`src/design/power_clock_manager_regs.vh`:
```
`ifndef POWER_CLOCK_MANAGER_REGS_VH
`define POWER_CLOCK_MANAGER_REGS_VH

// ----------------------------------------------------------------
// Clock divide select encodings
// ----------------------------------------------------------------
`define CDIV_RSVD      2'h0
`define CDIV_BY4       2'h1
`define CDIV_BY64      2'h2
`define CDIV_BY1024    2'h3
`define CDIV_RESET     2'h1

// ----------------------------------------------------------------
// Clocks per machine cycle
// ----------------------------------------------------------------
`define CLKS_BY4       11'h004
`define CLKS_BY64      11'h040
`define CLKS_BY1024    11'h400

// ----------------------------------------------------------------
// Timing counts
// ----------------------------------------------------------------
`define RST_MIN_CLKS   8
`define WARMUP_CLKS    65536
`define WDOG_RST_CLKS  512

`endif

```
`src/design/rate_divider.v`:
```
`timescale 1ns/1ps
// ----------------------------------------------------------------
// Machine-cycle enable generator
// ----------------------------------------------------------------
module rate_divider (
  input  wire        clk_i,
  input  wire        nrst_i,
  input  wire [1:0]  sel_i,
  input  wire        restart_i,
  output reg         tick_o
);
`include "power_clock_manager_regs.vh"

  reg  [10:0] count;
  wire [10:0] period;

  // The reserved code falls back to the fastest rate so the core never stalls.
  assign period = (sel_i == `CDIV_BY64)   ? `CLKS_BY64 :
                  (sel_i == `CDIV_BY1024) ? `CLKS_BY1024 : `CLKS_BY4;

  always @(posedge clk_i or negedge nrst_i) begin
    if (!nrst_i) begin
      count  <= 11'h000;
      tick_o <= 1'b0;
    end else if (restart_i) begin
      count  <= 11'h000;
      tick_o <= 1'b0;
    end else if (count >= period - 11'h001) begin
      count  <= 11'h000;
      tick_o <= 1'b1;
    end else begin
      count  <= count + 11'h001;
      tick_o <= 1'b0;
    end
  end
endmodule // rate_divider

```
`src/design/warmup_timer.v`:
```
`timescale 1ns/1ps
// ----------------------------------------------------------------
// Oscillator warm-up counter
// ----------------------------------------------------------------
module warmup_timer #(
  parameter integer COUNT = 65536
) (
  input  wire        clk_i,
  input  wire        nrst_i,
  input  wire        start_i,
  input  wire        run_i,
  output reg         busy_o,
  output reg         done_o
);
  reg [16:0] count;

  always @(posedge clk_i or negedge nrst_i) begin
    if (!nrst_i) begin
      count  <= 17'h00000;
      busy_o <= 1'b0;
      done_o <= 1'b0;
    end else begin
      done_o <= 1'b0;
      if (start_i) begin
        count  <= 17'h00000;
        busy_o <= 1'b1;
      end else if (busy_o && run_i) begin
        if (count == COUNT[16:0] - 17'h00001) begin
          busy_o <= 1'b0;
          done_o <= 1'b1;
        end else begin
          count <= count + 17'h00001;
        end
      end
    end
  end
endmodule // warmup_timer

```
`src/design/power_clock_manager.v`:
```
`timescale 1ns/1ps
// Overview of operation
// Writing one to the idle request bit enters idle after that instruction.
// Idle stops the CPU clock; interrupt, timer, watchdog and serial clocks keep running.
// Idle drives address latch and program strobes high, ports hold, read/write high.
// Any enabled interrupt in idle clears idle request and resumes execution.
// External reset must stay high eight clocks before it is recognised; in power-down the code takes one synchronised high clock as a reset wake.
// Watchdog runs in idle; time-out interrupt wakes; reset follows 512 clocks later.
// A reset ending idle skips the instruction after the idle-entering one.
// Divide select 01 gives 4, 10 gives 64, 11 gives 1024 clocks; 00 reserved.
// Economy slows all peripherals with the core; idle runs peripherals at clock/4.
// A new divide selection takes effect one instruction cycle after the write.
// Software reaches divide-by-64 or 1024 only from divide-by-4; the code also accepts direct moves between 64 and 1024.
// Source select picks crystal or RC; indicator shows source; change lags one cycle.
// Crystal-off allowed on RC; crystal select refused until crystal ready flag set.
// With switchback enabled, serial or qualified external interrupt forces divide-by-4.
// Switchback on receive start edge with receive enabled, or on transmit buffer write.
// With switchback enabled, divide writes are ignored during serial activity.
// Watchdog, power-on or external reset forces divide-by-4.
// Writing one to power-down request stops all clocks after that instruction.
// Power-down drives address latch and program strobes low, ports show registers.
// Reset in power-down restarts clock, waits 65536 clocks, then resets internally.
// Enabled level-triggered low external interrupt wakes power-down after 65536 clocks.
// RC wake-up select leaves power-down on RC, switching to crystal after warm-up.
`include "power_clock_manager_regs.vh"
module power_clock_manager #(
  parameter integer WARMUP_CLKS   = `WARMUP_CLKS,
  parameter integer WDOG_RST_CLKS = `WDOG_RST_CLKS
) (
  input  wire        clk_i,
  input  wire        nrst_i,
  input  wire        ext_reset_i,
  input  wire        por_reset_i,
  input  wire        idle_req_wr_i,
  input  wire        pd_req_wr_i,
  input  wire        instr_end_i,
  input  wire        cdiv_wr_i,
  input  wire [1:0]  cdiv_wdata_i,
  input  wire        clock_source_select_i,
  input  wire        crystal_amplifier_off_i,
  input  wire        rc_wakeup_select_i,
  input  wire        switchback_enable_i,
  input  wire        irq_taken_i,
  input  wire        ext_irq_sb_i,
  input  wire        serial_rx_pin_i,
  input  wire        serial_rx_enable_i,
  input  wire        serial_tx_write_i,
  input  wire        serial_busy_i,
  input  wire        external_program_i,
  input  wire        ext_irq_level_n_i,
  input  wire        ext_irq_enable_i,
  input  wire        ext_irq_level_mode_i,
  input  wire        global_interrupt_enable_i,
  input  wire        wdog_timeout_i,
  input  wire        wdog_reset_enable_i,
  input  wire        wdog_restart_i,
  output reg         cpu_clk_en_o,
  output reg         periph_clk_en_o,
  output reg         machine_tick_o,
  output reg         internal_reset_o,
  output reg         skip_next_instr_o,
  output reg         idle_mode_o,
  output reg         power_down_o,
  output reg         wake_irq_o,
  output reg         idle_request_o,
  output reg  [1:0]  clock_divide_select_o,
  output reg         clock_source_indicator_o,
  output reg         crystal_ready_flag_o,
  output reg         crystal_enable_o,
  output reg         addr_latch_strobe_o,
  output reg         program_store_strobe_o,
  output reg         port0_float_o,
  output reg         rd_wr_strobe_high_o,
  output reg         port_hold_o
);

  // ----------------------------------------------------------------
  // Synchronisers for pin inputs
  // ----------------------------------------------------------------
  reg [1:0] rst_sync;
  reg [1:0] rx_sync;
  reg [1:0] irq_sync;
  reg       rx_last;

  always @(posedge clk_i or negedge nrst_i) begin
    if (!nrst_i) begin
      rst_sync <= 2'h0;
      rx_sync  <= 2'h3;
      irq_sync <= 2'h3;
      rx_last  <= 1'b1;
    end else begin
      rst_sync <= {rst_sync[0], ext_reset_i};
      rx_sync  <= {rx_sync[0], serial_rx_pin_i};
      irq_sync <= {irq_sync[0], ext_irq_level_n_i};
      rx_last  <= rx_sync[1];
    end
  end

  // ----------------------------------------------------------------
  // Reset recognition and watchdog follow-up
  // ----------------------------------------------------------------
  reg  [3:0]  rst_hold;
  reg  [9:0]  wdog_count;
  reg         wdog_armed;
  reg         rst_pulse;
  wire        ext_rst_seen;
  wire        wdog_fire;

  assign ext_rst_seen = (rst_hold == `RST_MIN_CLKS - 1) && rst_sync[1];
  assign wdog_fire    = wdog_armed && (wdog_count == WDOG_RST_CLKS[9:0] - 10'h001);

  always @(posedge clk_i or negedge nrst_i) begin
    if (!nrst_i) begin
      rst_hold   <= 4'h0;
      wdog_count <= 10'h000;
      wdog_armed <= 1'b0;
    end else begin
      if (!rst_sync[1])
        rst_hold <= 4'h0;
      else if (rst_hold != `RST_MIN_CLKS - 1)
        rst_hold <= rst_hold + 4'h1;
      // The watchdog stays asleep in power-down since its clock is gone.
      if (wdog_restart_i || !wdog_reset_enable_i || wdog_fire) begin
        wdog_armed <= 1'b0;
        wdog_count <= 10'h000;
      end else if (wdog_timeout_i && !wdog_armed) begin
        wdog_armed <= 1'b1;
        wdog_count <= 10'h000;
      end else if (wdog_armed && !power_down_o) begin
        wdog_count <= wdog_count + 10'h001;
      end
    end
  end

  // ----------------------------------------------------------------
  // Machine cycle divider
  // ----------------------------------------------------------------
  reg         cdiv_pending;
  reg  [1:0]  cdiv_next;
  reg         src_pending;
  reg         src_next;
  wire        tick;
  wire        serial_start;
  wire        switchback;
  wire        any_reset;
  wire [1:0]  rate_sel;

  assign serial_start = serial_rx_enable_i && rx_last && !rx_sync[1];
  assign switchback   = switchback_enable_i &&
                        (serial_start || serial_tx_write_i || ext_irq_sb_i);
  assign any_reset    = ext_rst_seen || por_reset_i || wdog_fire;
  // Idle keeps the peripherals at clock/4 regardless of economy setting.
  assign rate_sel     = idle_mode_o ? `CDIV_BY4 : clock_divide_select_o;

  rate_divider u_rate (
    .clk_i     (clk_i),
    .nrst_i    (nrst_i),
    .sel_i     (rate_sel),
    .restart_i (power_down_o),
    .tick_o    (tick)
  );

  always @(posedge clk_i or negedge nrst_i) begin
    if (!nrst_i) begin
      clock_divide_select_o <= `CDIV_RESET;
      cdiv_pending          <= 1'b0;
      cdiv_next             <= `CDIV_RESET;
    end else if (any_reset || switchback) begin
      clock_divide_select_o <= `CDIV_BY4;
      cdiv_pending          <= 1'b0;
    end else begin
      if (cdiv_wr_i && !(switchback_enable_i && serial_busy_i) &&
          cdiv_wdata_i != `CDIV_RSVD) begin
        // Moves between 64 and 1024 are left to software discipline.
        cdiv_pending <= 1'b1;
        cdiv_next    <= cdiv_wdata_i;
      end else if (cdiv_pending && instr_end_i) begin
        cdiv_pending          <= 1'b0;
        clock_divide_select_o <= cdiv_next;
      end
    end
  end

  // ----------------------------------------------------------------
  // Clock source and crystal warm-up
  // ----------------------------------------------------------------
  wire xtal_busy;
  wire xtal_done;
  reg  xtal_on_d;
  wire xtal_start;
  reg  rc_wake_active;
  wire pd_wake_start;

  assign xtal_start = (crystal_enable_o && !xtal_on_d) ||
                      (pd_wake_start && rc_wakeup_select_i);

  warmup_timer #(.COUNT(WARMUP_CLKS)) u_xtal_warm (
    .clk_i   (clk_i),
    .nrst_i  (nrst_i),
    .start_i (xtal_start),
    .run_i   (crystal_enable_o),
    .busy_o  (xtal_busy),
    .done_o  (xtal_done)
  );

  always @(posedge clk_i or negedge nrst_i) begin
    if (!nrst_i) begin
      crystal_enable_o         <= 1'b1;
      xtal_on_d                <= 1'b1;
      crystal_ready_flag_o     <= 1'b1;
      clock_source_indicator_o <= 1'b1;
      src_pending              <= 1'b0;
      src_next                 <= 1'b1;
    end else begin
      xtal_on_d        <= crystal_enable_o;
      // Crystal is switched off by power-down, or by amplifier-off only while running from RC.
      crystal_enable_o <= !(crystal_amplifier_off_i && !clock_source_indicator_o) && !power_down_o;
      if (!crystal_enable_o || xtal_start)
        crystal_ready_flag_o <= 1'b0;
      else if (xtal_done)
        crystal_ready_flag_o <= 1'b1;
      if (xtal_done && rc_wake_active) begin
        clock_source_indicator_o <= 1'b1;
        src_pending              <= 1'b0;
      end else if (pd_wake_start && rc_wakeup_select_i) begin
        clock_source_indicator_o <= 1'b0;
      end else if (clock_source_select_i != clock_source_indicator_o && !src_pending &&
                   (crystal_ready_flag_o || !clock_source_select_i)) begin
        src_pending <= 1'b1;
        src_next    <= clock_source_select_i;
      end else if (src_pending && instr_end_i) begin
        src_pending              <= 1'b0;
        clock_source_indicator_o <= src_next;
      end
    end
  end

  // ----------------------------------------------------------------
  // Mode state machine
  // ----------------------------------------------------------------
  localparam [2:0] ST_RUN      = 3'h0;
  localparam [2:0] ST_IDLE_ARM = 3'h1;
  localparam [2:0] ST_IDLE     = 3'h2;
  localparam [2:0] ST_PD_ARM   = 3'h3;
  localparam [2:0] ST_PD       = 3'h4;
  localparam [2:0] ST_PD_WARM  = 3'h5;

  reg  [2:0] state;
  reg  [2:0] next_state;
  reg        wake_by_reset;
  reg        pd_irq_wake;
  wire       pd_warm_busy;
  wire       pd_warm_done;
  wire       level_wake;

  assign level_wake    = !irq_sync[1] && ext_irq_enable_i &&
                         global_interrupt_enable_i && ext_irq_level_mode_i;
  // The watchdog has no clock in power-down, so only pins can wake it.
  assign pd_wake_start = (state == ST_PD) && (rst_sync[1] || level_wake);

  warmup_timer #(.COUNT(WARMUP_CLKS)) u_pd_warm (
    .clk_i   (clk_i),
    .nrst_i  (nrst_i),
    .start_i (pd_wake_start),
    .run_i   (1'b1),
    .busy_o  (pd_warm_busy),
    .done_o  (pd_warm_done)
  );

  always @* begin
    next_state = state;
    case (state)
      ST_RUN: begin
        if (pd_req_wr_i)
          next_state = ST_PD_ARM;
        else if (idle_req_wr_i)
          next_state = ST_IDLE_ARM;
      end
      ST_IDLE_ARM: begin
        if (instr_end_i)
          next_state = ST_IDLE;
      end
      ST_IDLE: begin
        if (irq_taken_i || (wdog_timeout_i && wdog_reset_enable_i))
          next_state = ST_RUN;
      end
      ST_PD_ARM: begin
        if (instr_end_i)
          next_state = ST_PD;
      end
      ST_PD: begin
        if (pd_wake_start)
          next_state = ST_PD_WARM;
      end
      ST_PD_WARM: begin
        if (pd_warm_done && !pd_warm_busy)
          next_state = ST_RUN;
      end
      default: next_state = ST_RUN;
    endcase
    if (any_reset && state != ST_PD && state != ST_PD_WARM)
      next_state = ST_RUN;
  end

  always @(posedge clk_i or negedge nrst_i) begin
    if (!nrst_i) begin
      state             <= ST_RUN;
      wake_by_reset     <= 1'b0;
      rc_wake_active    <= 1'b0;
      pd_irq_wake       <= 1'b0;
      idle_request_o    <= 1'b0;
      internal_reset_o  <= 1'b0;
      skip_next_instr_o <= 1'b0;
      wake_irq_o        <= 1'b0;
    end else begin
      state            <= next_state;
      wake_irq_o       <= 1'b0;
      internal_reset_o <= any_reset && state != ST_PD && state != ST_PD_WARM;
      // An idle exit by reset drops the pending instruction to block stray writes.
      skip_next_instr_o <= any_reset && (state == ST_IDLE);
      if (idle_req_wr_i)
        idle_request_o <= 1'b1;
      else if ((state == ST_IDLE && next_state == ST_RUN) || any_reset)
        idle_request_o <= 1'b0;
      if (pd_wake_start) begin
        wake_by_reset  <= rst_sync[1];
        pd_irq_wake    <= !rst_sync[1];
        rc_wake_active <= rc_wakeup_select_i;
      end
      if (state == ST_PD_WARM && next_state == ST_RUN) begin
        internal_reset_o <= wake_by_reset;
        wake_irq_o       <= pd_irq_wake;
        pd_irq_wake      <= 1'b0;
      end
      if (xtal_done)
        rc_wake_active <= 1'b0;
    end
  end

  // ----------------------------------------------------------------
  // Clock enables and pin states
  // ----------------------------------------------------------------
  always @(posedge clk_i or negedge nrst_i) begin
    if (!nrst_i) begin
      cpu_clk_en_o           <= 1'b0;
      periph_clk_en_o        <= 1'b0;
      machine_tick_o         <= 1'b0;
      idle_mode_o            <= 1'b0;
      power_down_o           <= 1'b0;
      addr_latch_strobe_o    <= 1'b0;
      program_store_strobe_o <= 1'b0;
      port0_float_o          <= 1'b0;
      rd_wr_strobe_high_o    <= 1'b0;
      port_hold_o            <= 1'b0;
    end else begin
      idle_mode_o     <= (next_state == ST_IDLE);
      power_down_o    <= (next_state == ST_PD) || (next_state == ST_PD_WARM);
      machine_tick_o  <= tick && !power_down_o;
      cpu_clk_en_o    <= tick && (state == ST_RUN || state == ST_IDLE_ARM ||
                                  state == ST_PD_ARM);
      periph_clk_en_o <= tick && !power_down_o;
      if (state == ST_IDLE) begin
        addr_latch_strobe_o    <= 1'b1;
        program_store_strobe_o <= 1'b1;
        port0_float_o          <= external_program_i;
        rd_wr_strobe_high_o    <= 1'b1;
        port_hold_o            <= 1'b1;
      end else if (state == ST_PD || state == ST_PD_WARM) begin
        addr_latch_strobe_o    <= 1'b0;
        program_store_strobe_o <= 1'b0;
        port0_float_o          <= external_program_i;
        rd_wr_strobe_high_o    <= 1'b1;
        port_hold_o            <= 1'b1;
      end else begin
        addr_latch_strobe_o    <= 1'b0;
        program_store_strobe_o <= 1'b0;
        port0_float_o          <= 1'b0;
        rd_wr_strobe_high_o    <= 1'b0;
        port_hold_o            <= 1'b0;
      end
    end
  end
endmodule // power_clock_manager

```
`config.mk`:
```
export PLATFORM = sky130hd
export DESIGN_NAME = power_clock_manager
export DESIGN_NICKNAME = d
export VERILOG_FILES = /design/src/design/rate_divider.v /design/src/design/warmup_timer.v /design/src/design/power_clock_manager.v
export VERILOG_INCLUDE_DIRS = /design/src /design/src/design
export SDC_FILE = /design/constraint.sdc
export NUM_CORES = 1
export LEC_CHECK = 0
export BUFFER_PORTS_ARGS = -buffer_cell sky130_fd_sc_hd__buf_2
export CORE_AREA = 2 2 100 102
export CTS_CLUSTER_SIZE = 10
export DETAILED_ROUTE_END_ITERATION = 16
export DIE_AREA = 0 0 102 104
export PLACE_DENSITY_LB_ADDON = 0.08
export SKIP_LAST_GASP = 1
export SYNTH_ARGS = -nofsm -noshare
export SYNTH_HDL_FRONTEND = slang
export SYNTH_HIERARCHICAL = 1
export SYNTH_SLANG_ARGS = --single-unit
export TNS_END_PERCENT = 10
```
`constraint.sdc`:
```
create_clock -name clk_i -period 6.15 [get_ports clk_i]
set_input_delay 0.9225 -clock clk_i [delete_from_list [all_inputs] [get_ports clk_i]]
set_output_delay 0.9225 -clock clk_i [all_outputs]
set_load 0.05 [all_outputs]
```
**After elaboration in Yosys (flattened, before gate mapping)**

Index checks and enable logic that the tools add are counted.

- $lt $le $gt $ge: 1
- Bitwise logic cells: 3
- Reductions and logical operators: 88
- Divide/modulo/power cells: 0
- Equal/unequal tests: 24
- Multiplexer cells: 70
- Shifts and indexed selects: 0
- Add/subtract/negate cells: 6
- Multipliers: 0

Operators by type and width:

| operator | count |
|---|---|
| 2-to-1 mux 17 bit | 6 |
| 2-to-1 mux 11 bit | 4 |
| 2-to-1 mux 1 bit | 42 |
| adder 17 x 1 -> 17 bit, second input constant | 2 |
| equality test 17 x 16 -> 1 bit, second input constant | 2 |
| logical AND 1 bit | 33 |
| 2-to-1 mux 10 bit | 3 |
| 2-to-1 mux 3 bit | 8 |
| nonzero test 2 bit | 10 |
| case mux 3 bit (6 select lines) | 1 |
| logical OR 1 bit | 17 |
| logical NOT 1 bit | 14 |
| AND reduction 2 bit | 7 |
| equality test 3 bit, second input constant | 4 |
| nonzero test 3 bit | 4 |
| adder 11 x 1 -> 11 bit, second input constant | 1 |
| greater-or-equal comparator 11 bit | 1 |
| subtractor 11 x 1 -> 11 bit, second input constant | 1 |
| adder 10 x 1 -> 10 bit, second input constant | 1 |
| equality test 10 x 9 -> 1 bit, second input constant | 1 |
| equality test 3 x 2 -> 1 bit, second input constant | 3 |
| inequality test 3 bit, second input constant | 3 |
| 2-to-1 mux 2 bit | 4 |
| 2-to-1 mux 4 bit | 2 |
| 11 further kinds | 18 |

- Memory bits (read-only): 0
- Bits in writable memories: 0
- Bits of input ports: 28
- Flip-flop bits (word level): 100
- Memories kept: 0
- Bits in latches: 0
- Output and inout bits: 19
- Logic and storage cells: 231

**Longest topological paths before layout**

Gate-level depths: netlist of the first run.

- Depth after elaboration: 14
- Mapped depth: 11
- Depth with buffers taken out: 9

**Cells and area by module**

Netlist of the first run, hierarchy kept.

Modules (own cells, without submodules):

| module | area each (um2) | instances | cells an instance | sequential area each (um2) |
|---|---|---|---|---|
| power_clock_manager | 2288.4 | 1 | 199 | 1266.2 |
| warmup_timer (u_xtal_warm) | 953.4 | 1 | 94 | 475.5 |
| warmup_timer (u_pd_warm) | 927.1 | 1 | 94 | 475.5 |
| rate_divider | 769.5 | 1 | 73 | 300.3 |

**Worst setup path before layout of the first run**

No wires, ideal clock.

- Path type: flip-flop to flip-flop
- Start: register clock_divide_select_o[1]
- End: register u_rate.count[0]
- Period minus slack after synthesis: 2.626 ns
- Buffers on the path: 1
- Path slack: 3.524 ns
- Cell stages (with the launch flop): 9
- Arrival: 2.538 ns
- Setup time: 0.088 ns
- Required time: 6.062 ns
- Cell sequence: dfrtp_1 -> nor2b_1 -> nand2_1 -> ha_1 -> a211oi_1 -> nand2_1 -> a2111o_1 -> buf_6 -> a211oi_2

- Cells in the longest elaborated chain, start to end: 8
- Elaborated cells on any way between the ends: 9
- Classes of those cells: add/sub: 1; order compare: 1; eq/ne: 2; mux: 5

Ends and longest elaborated chain:

| what | RTL line | source |
|---|---|---|
| start, declared | power_clock_manager.v:66 | `output reg [1:0] clock_divide_select_o,` |
| start signal, assigned | power_clock_manager.v:165 | `` clock_divide_select_o <= `CDIV_RESET; `` |
| start signal, assigned | power_clock_manager.v:169 | `` clock_divide_select_o <= `CDIV_BY4; `` |
| start signal, assigned | power_clock_manager.v:179 | `clock_divide_select_o <= cdiv_next;` |
| 2-to-1 mux 2 bit (*) | power_clock_manager.v:153 | `` assign rate_sel = idle_mode_o ? `CDIV_BY4 : clock_divide_select_o; `` |
| named net rate_sel[1] | power_clock_manager.v:146 | `wire [1:0] rate_sel;` |
| equality test 2 bit (no source line) | n/a |  |
| 2-to-1 mux 11 bit (no source line) | n/a |  |
| 2-to-1 mux 11 bit (no source line) (*) | n/a |  |
| subtractor 11 x 1 -> 11 bit (*) | rate_divider.v:28 | `end else if (count >= period - 11'h001) begin` |
| greater-or-equal comparator 11 bit (*) | rate_divider.v:28 |  |
| 2-to-1 mux 11 bit (*) | rate_divider.v:28 |  |
| 2-to-1 mux 11 bit (*) | rate_divider.v:25 | `end else if (restart_i) begin` |
| end signal, assigned | rate_divider.v:32 | `count <= count + 11'h001;` |
| end, declared | rate_divider.v:14 | `reg [10:0] count;` |

The timed path passes the listed nets; every way through them passes the cells marked *.
A chain may end at the register's enable or synchronous reset.

**Worst setup path in the final report of the first run**

- Start: register u_pd_warm.count[0]
- End: register u_pd_warm.count[15]

- Cells in the longest elaborated chain, start to end: 4
- Elaborated cells on any way between the ends: 7
- Classes of those cells: add/sub: 1; eq/ne: 2; mux: 3; reduce/logical: 1

Ends and longest elaborated chain:

| what | RTL line | source |
|---|---|---|
| start, declared | warmup_timer.v:15 | `reg [16:0] count;` |
| start signal, assigned | warmup_timer.v:32 | `count <= count + 17'h00001;` |
| adder 17 x 1 -> 17 bit | warmup_timer.v:32 |  |
| 2-to-1 mux 17 bit | warmup_timer.v:28 | `if (count == COUNT[16:0] - 17'h00001) begin` |
| 2-to-1 mux 17 bit | warmup_timer.v:27 | `end else if (busy_o && run_i) begin` |
| 2-to-1 mux 17 bit | warmup_timer.v:24 | `if (start_i) begin` |

Several ways; a longest one is shown, not always the timed one. The select of a mux whose other input is x is not followed.

==> results of run 1 <==
==> registers in the layout, indices dropped and copies added, names as in the netlist, 2 cells and up <==
register               count
rx_sync                    2
wdog_count                10
rst_hold                   4
u_rate/count              11
irq_sync                   2
state                      3
cdiv_next                  2
u_xtal_warm/count         17
u_pd_warm/count           17
clock_divide_select_o      2
rst_sync                   2
==> cell usage in the layout, fill, tap and decap left out, types with 5 or more instances in the layout <==
cell type / synthesis / final
dfrtp_1: 88 / 88
buf_2: 3 / 45
nand2_1: 36 / 36
nor2_1: 33 / 33
a21oi_1: 24 / 24
xor2_1: 18 / 18
o21ai_0: 17 / 17
xnor2_1: 16 / 16
nand3_1: 15 / 15
or3_1: 13 / 13
dfstp_2: 12 / 12
ha_1: 11 / 11
nor3_1: 10 / 10
nor2_2: 10 / 10
inv_1: 9 / 9
nand4_1: 9 / 9
clkbuf_8: 0 / 9
a211oi_2: 9 / 9
nor2b_1: 8 / 8
and3_1: 7 / 7
mux2i_1: 6 / 6
mux2_1: 5 / 5
==> kinds of logic after synthesis <==
kind of cell,Yosys count,synth area share
xor gates and xnor gates,34,0.0603
other,1,0.000759
muxes,11,0.0236
adders and majority gates,11,0.0279
AOI/OAI and AO/OA,86,0.126
and+or+nand+nor,185,0.217
buffers and inverters,32,0.0342
DFF,100,0.510
==> critical path, delay by kind of cell (launching register included) <==
kind	cells	cell delay, ns
and+or+nand+nor	5	1.39
AOI/OAI and AO/OA	2	0.58
DFF	1	0.44
adders and majority gates	2	0.44
==> per-layer routing <==
layer  GRT usage  vias to the layer above
li1            -                     1717
met2       0.281                       47
met4      0.0629                        0
met5           0                        -
met3      0.0370                        9
met1       0.241                     1733
==> power by group through the flow <==
stage,combinational [uW],sequential (uW),clock [uW]
global placement,550,917,0
floorplan,395,971,0
finish,552,909,401
detailed placement,558,920,0
global route,606,929,445
CTS,560,908,416
==> final timing paths <==
path / from / endpoint / slack, ns
min in group asynchronous: nrst_i / wdog_count[2] / 0.56
hold reg to reg: irq_sync[0] / irq_sync[1] / 0.36
setup reg to reg: u_pd_warm/count[0] / u_pd_warm/count[15] / 3.24
setup / recovery: u_pd_warm/count[0] / u_pd_warm/count[15] / 3.24
hold / removal: irq_sync[0] / irq_sync[1] / 0.36
max in group asynchronous: nrst_i / wake_irq_o / 4.51
==> layout make-up <==
| type | instances | area share |
|---|---|---|
| clock inverter | 3 | 0.00740 |
| sequential | 100 | 0.466 |
| timing repair buffer | 48 | 0.0458 |
| clock buffer | 13 | 0.0257 |
| multi-input combinational | 329 | 0.417 |
| inverter | 11 | 0.00764 |
| tap | 133 | 0.0308 |
==> through the flow <==
step,hold slack (ns),cells
2_1_floorplan,0.331,461
3_3_place_gp,0.335,621
3_5_place_dp,0.347,621
4_1_cts,0.364,637
5_1_grt,0.365,637
6_report,0.361,637
==> impl.org, run 1 <==
** Outcome
- Run status :: finished clean

** Setup path
- Type of destination of the critical path :: flop
- In this design, the stage delay of the slowest critical-path cell is about 0.54 ns.
- R2r worst-path depth :: 9
- Of all nets on the critical path, the largest fanout is 11.
- Critical Setup Path Class :: reg2reg
- Cell seen most often among critical-path stages :: ha_1
- Slowest cell on the critical path :: or4_1
- Data required time at the worst endpoint :: about 6.4 ns
- The signal on the critical path passes through ha_1 > and4_2 > nand2_1 > nor3_1 > ha_1 > and3b_1 > o2111ai_1 > or4_1 > a21oi_1.
- Startpoint type of the worst setup path :: flop
- Arrival time at the worst endpoint :: 3.20 ns

** Placement
- Number of buffer cells added on primary ports :: 46
- At the placement stage, the worst setup path has a slack of about 2.9 ns.
- Placed cell areas :: roughly 5200 um^2
- Post-DP HPWL :: 6190 um
- Routability-driven placement finished with a final weighted congestion of approximately 0.8.

** CTS
- Number of levels in the clock H-tree :: 3
- Number of buffers added to fix hold violations after cts :: 0
- No sink is reached through more buffers than the 2 on the longest clock path.
- The later pin in the worst-skew pair is clocked with a latency of ~0.36 ns.
- Clock root buffer master :: clkbuf_8
- Buffer count from post-CTS setup fixing :: 0
- Clock buffer count from CTS :: 9
- Post-CTS repair changed the size of 0 cells.
- Clock Pin Slew Worst Setup and Hold Paths :: approximately 0.090 ns
- Clock tree synthesis found a total of 100 sinks.
- Clock tree from TritonCTS :: done

** Synth
- Most frequent cell after synthesis :: dfrtp_1
- In the synthesized netlist, the number of instances is between 400 and 500.
- Yosys top cell area share :: 0.446
- Total number of yosys warnings :: 6
- Of the synthesized area, sequential elements account for 0.510.
- The mapped netlist covers between 4000 and 5000 um^2.
- Of all flip-flops after synthesis, the portion carrying an async set or reset was 1.00.
- Counting flops and latches in the post-synthesis netlist gives 100.
- Average footprint of a synthesized cell :: approximately 11 um^2
- Post-synth EDFFs :: 0
- The netlist uses 72 different library cells.
- Largest cells by area after synthesis :: dfrtp_1 (45%), dfstp_2 (6.4%), xor2_1 (3.2%)
- Counting instances in the post-synthesis netlist gives the leading cell types as dfrtp_1 (88), nand2_1 (36), nor2_1 (33), a21oi_1 (24), xor2_1 (18).
- For this run, the leading register cell type out of synthesis is dfrtp_1.
- Summed over all instances, the cell type with the most area after synthesis is dfrtp_1.

** Min path
- The worst hold path passes through 0 cells.
- The worst hold path belongs to the class reg2reg.

** Detailed routing
- WL/cell :: 14.2 um
- Detailed-route via count :: approximately 3.5k
- Detailed-routing iteration count for the pre-antenna-repair pass :: 4
- The first routing iteration left 130 violations.
- Met2 wirelength from detailed routing :: roughly 4200 um
- Using the TritonRoute via totals, the vias-per-cell ratio works out to between 5 and 6.
- Met3 Routed Length :: 318 um
- Final wirelength :: approximately 9000 um
- Total routed wire length on the met1 layer :: about 4400 um
- Number of nets still failing antenna checks after routing :: 0
- The detailed router used layers up to and including met4.
- DRC viols :: 0

** Power and ir drop
- Int Pwr :: approximately 1200 uW
- Max rail drop VDD :: 0.179 mV
- The share of total power dissipated in combinational logic is 0.296.
- The share of total power dissipated in the clock network is 0.215.
- For this design the ratio of total power to cell area is 344 nW/um^2.
- Switching fraction of total power :: 0.377
- The design draws 1860 uW.
- For this design the static power due to leakage is between 0.002 and 0.0025 uW.
- The analysis attributes to net switching a power of approximately 700 uW.
- The share of total power dissipated in sequential elements is 0.488.

** Global routing
- The number of global-route vias before repair was between 3k and 4k.
- Global Route Usage Sum :: 0.178
- Global route total overflow :: 0
- First-pass GRT wire length :: roughly 15000 um
- Entering global routing, the biggest net connects 53 pins.
- The initial antenna violation count came to 0.

** Timing
- Actual transition at the worst max-transition pin :: slightly below 0.9 ns
- Post-route clock skew :: between 0.01 and 0.015 ns
- Setup-violating endpoint count in the final report :: 0
- Time the worst path needs with I/O delays and setup :: 2.91 ns
- Dividing the final minimum period by the clock period gives 0.473.
- RSZ-0062 raised after global routing :: false
- Summed over all failing endpoints, the final setup total negative slack is 0 ns.
- Final hold vios :: 0
- Measured against its own limit, the worst slew margin works out to 0.410.
- Derived from the worst setup path, the maximum achievable clock frequency is roughly 340 MHz.
- Slack of the critical path :: ~3.2 ns
- Final Max Tran Viols :: 0

** Flow run
- Max-cap violations in this run came to 0.

** Finish
- Share of post-route cells with drive strength above 1 :: 0.218
- Sequential cell area :: 2520 um^2
- At the end of the flow the core is filled with cells to 0.566.
- The filler cells instantiated in the layout total 880.
- Fin nets :: around 540
- Synthesis-to-layout area growth :: 9.50%
- 0 antenna diodes ended up in the layout.
- Post-route cell area :: between 5000 and 6000 um^2
- Total area of multi-input combinational cells :: between 2000 and 2500 um^2

** Floorplan
- The die covers 10600 um^2.
- Height of the chip :: roughly 100 um
- Die width :: between 100 and 150 um
- Std-Cell Core Area :: about 9500 um^2
- Row Count :: 36
- Number of top-level pins :: 47
- The initial utilization of the core area, before any placement, comes to 0.517.
Note: power is estimated with default switching activity, not from simulation.
==> run 2: changes to the inputs <==
clock period = 2.8 ns   (was 6.15 ns; I/O delays follow)
==> impl.org, run 2 (synthesized netlist as in run 1, its figures left out) <==
** Timing
- Actual transition at the worst max-transition pin :: 0.659 ns (was 0.885 ns)
- Final Max Tran Viols :: 0 (unchanged)
- The final worst hold slack is 0.0906 ns (was 0.361 ns).
- The post-layout minimum cycle time came to 2.60 ns (was 2.91 ns).
- Relative slew slack :: 0.560 (was 0.410)
- RSZ-0062 raised after global routing :: false (unchanged)
- Period Utilization, post-route :: 0.929 (was 0.473)
- The final hold violation count came to 0 (unchanged).
- Setup-violating endpoint count in the final report :: 0 (unchanged)
- The worst clock skew on the final layout is 0.0122 ns (was 0.0111 ns).
- The accumulated negative setup slack was 0 ns (unchanged).
- Fmax :: 384 MHz (was 344 MHz)

** Finish
- The utilization of the core after routing is 0.578 (was 0.566).
- Most common cell after layout, fill and taps aside :: dfrtp_1 (unchanged)
- Fin nets :: 548 (was 538)
- Antenna Cells :: 0 (unchanged)
- Commonest non-fill, non-tap cells in the layout: dfrtp_1 (88), buf_2 (45), nand2_1 (36), nor2_1 (33), a21oi_1 (24) (unchanged).
- Share of post-route cells with drive strength above 1 :: 0.243 (was 0.218)
- Leading registers by flop count :: u_pd_warm/count (17), u_xtal_warm/count (17), u_rate/count (11) (unchanged)
- Synthesis-to-layout area growth :: 11.8% (was 9.50%)

** Setup path
- The slowest library cell on the worst path was a2111o_1 (was or4_1).
- Startpoint type of the worst setup path :: flop (unchanged)
- Series of cell instances along the critical path: nor2b_2 > nand2_1 > ha_1 > a211oi_1 > nand2_1 > a2111o_1 > and3b_2 (was ha_1 > and4_2 > nand2_1 > nor3_1 > ha_1 > and3b_1 > o2111ai_1 > or4_1 > a21oi_1).
- Dominant delay contributor by cell family on the critical path :: compound AO/OA/AOI/OAI gates (was simple AND/OR/NAND/NOR gates)
- Worst-path maximum fanout :: 12 (was 11)
- The required time of the worst setup path came to 3.05 ns (was 6.44 ns).
- Slowest stage delay, CP :: 0.59 ns (was 0.54 ns)
- Critical Setup Path Class :: reg2reg (unchanged)
- Type of destination of the critical path :: flop (unchanged)
- The critical path arrival was 2.85 ns (was 3.20 ns).
- Cell seen most often among critical-path stages :: nand2_1 (was ha_1)
- The buffers plus inverters on the worst setup path came to 0 (unchanged).

** Power and ir drop
- The static power due to leakage is 0.00242 uW (was 0.00235 uW).
- The power spent charging and discharging nets is 1560 uW (was 701 uW).
- Share of total power in sequential cells :: 0.466 (was 0.488)
- The worst-case vdd ir drop is 0.402 mV (was 0.179 mV).
- The cell-internal power came to 2640 uW (was 1160 uW).
- Power per standard cell area :: 760 nW/um^2 (was 344 nW/um^2)
- The switching power as a share of total power was 0.371 (was 0.377).
- The combinational cell fraction of total power came to 0.313 (was 0.296).
- Proportion of power drawn by the clock network :: 0.221 (was 0.215)

** Floorplan
- The x dimension of the die is 102 um (unchanged).
- The vertical extent of the die is 104 um (unchanged).
- Number of top-level pins :: 47 (unchanged)
- The initial standard-cell utilization of the core came to 0.517 (unchanged).
- The number of placement rows is 36 (unchanged).
- Total die area :: 10600 um^2 (unchanged)
- Std-Cell Core Area :: 9550 um^2 (unchanged)

** Global routing
- Initial antenna violation count :: 0 (unchanged)
- The global routing usage summed across all routing layers was 0.185 (was 0.178).
- First-pass GRT wire length :: 15900 um (was 15200 um)
- Via count of the first global-routing pass :: 3383 (was 3326)
- The largest net degree at the start of global routing is 54 (was 53).
- Global route total overflow :: 0 (unchanged)

** Detailed routing
- Number of nets still failing antenna checks after routing :: 0 (unchanged)
- The first-iteration detailed-routing DRC count is 112 (was 130).
- Detailed-routing iteration count for the pre-antenna-repair pass :: 4 (unchanged)
- The total wire length after detailed routing is 9100 um (was 9040 um).
- Drt via density :: 5.44 (was 5.50)
- Detailed-route via count :: 3521 (was 3506)
- The routed length per instance was 14.1 um (was 14.2 um).
- The post-route DRC violation count is 0 (unchanged).

** Outcome
- Run status: finished clean (unchanged).

** CTS
- Number of buffers added to fix hold violations after cts :: 0 (unchanged)
- Buffer count from post-CTS setup fixing :: 0 (unchanged)
- The number of H-tree levels is 3 (unchanged).
- Clock root buffer master :: clkbuf_8 (unchanged)
- The largest buffer count on any clock path was 2 (unchanged).
- The clock input transition at the sequential cells of the worst setup and hold paths was 0.09 ns (about the same).
- Number of gates resized after CTS :: 0 (unchanged)
- The CTS tree is done (unchanged).
- Clock sink count :: 100 (unchanged)
- Clock buffer count from CTS :: 9 (unchanged)
- Worst skew pair latency :: 0.36 ns (about the same)

** Placement
- Post-DP HPWL :: 6540 um (was 6190 um)
- Number of buffer cells added on primary ports :: 46 (unchanged)
- Routability cong. :: 0.822 (was 0.788)

** Flow run
- The number of maximum-capacitance constraint violations came to 0 (unchanged).

** Min path
- The class of the worst hold path was in2async (was reg2reg).
[run 2: final cells by class]
type,count,area (um^2)
Fill cell,838,4030
Tap cell,133,166
Sequential cell,100,2520
Clock inverter,5,50.0
Inverter,11,41.3
Timing Repair Buffer,58,335
Clock buffer,11,151
Multi-Input combinational cell,329,2260
[run 2: metrics by stage]
stage          total power [uW]  cells  instance area, um^2  setup WS (ns)
2_1_floorplan              3000    461                 4940          0.174
3_3_place_gp               3270    631                 5320          0.217
3_5_place_dp               3310    631                 5320         0.0652
4_1_cts                    4260    647                 5520         0.0411
5_1_grt                    4490    647                 5520        0.00547
6_report                   4200    647                 5520          0.199
[run 2: layer usage]
| layer | vias up | part of all wire | GRT usage |
|---|---|---|---|
| met5 | - | 0 | 0 |
| met4 | 0 | 0.0062 | 0.0457 |
| met3 | 4 | 0.041 | 0.0430 |
| met2 | 60 | 0.49 | 0.299 |
| met1 | 1717 | 0.46 | 0.253 |
| li1 | 1740 | - | - |
[run 2: power groups by stage]
stage          Combinational [uW]  Sequential [uW]  Clock (uW)
6_report                     1320             1950         927
5_1_grt                      1460             2000        1030
4_1_cts                      1330             1960         971
3_5_place_dp                 1330             1980           0
3_3_place_gp                 1300             1970           0
2_1_floorplan                 867             2130           0
[run 2: worst paths after layout]
check,startpoint,end,slack [ns],depth (start not counted)
worst max-delay path,idle_mode_o,u_rate/tick_o,0.20,7
worst min-delay path,nrst_i,wdog_count[1],0.09,1
worst max register to register,idle_mode_o,u_rate/tick_o,0.20,7
worst min register to register,rst_sync[0],rst_sync[1],0.36,0
max in group asynchronous,nrst_i,irq_sync[0],1.98,2
min in group clk_i,ext_irq_level_n_i,irq_sync[0],0.15,1
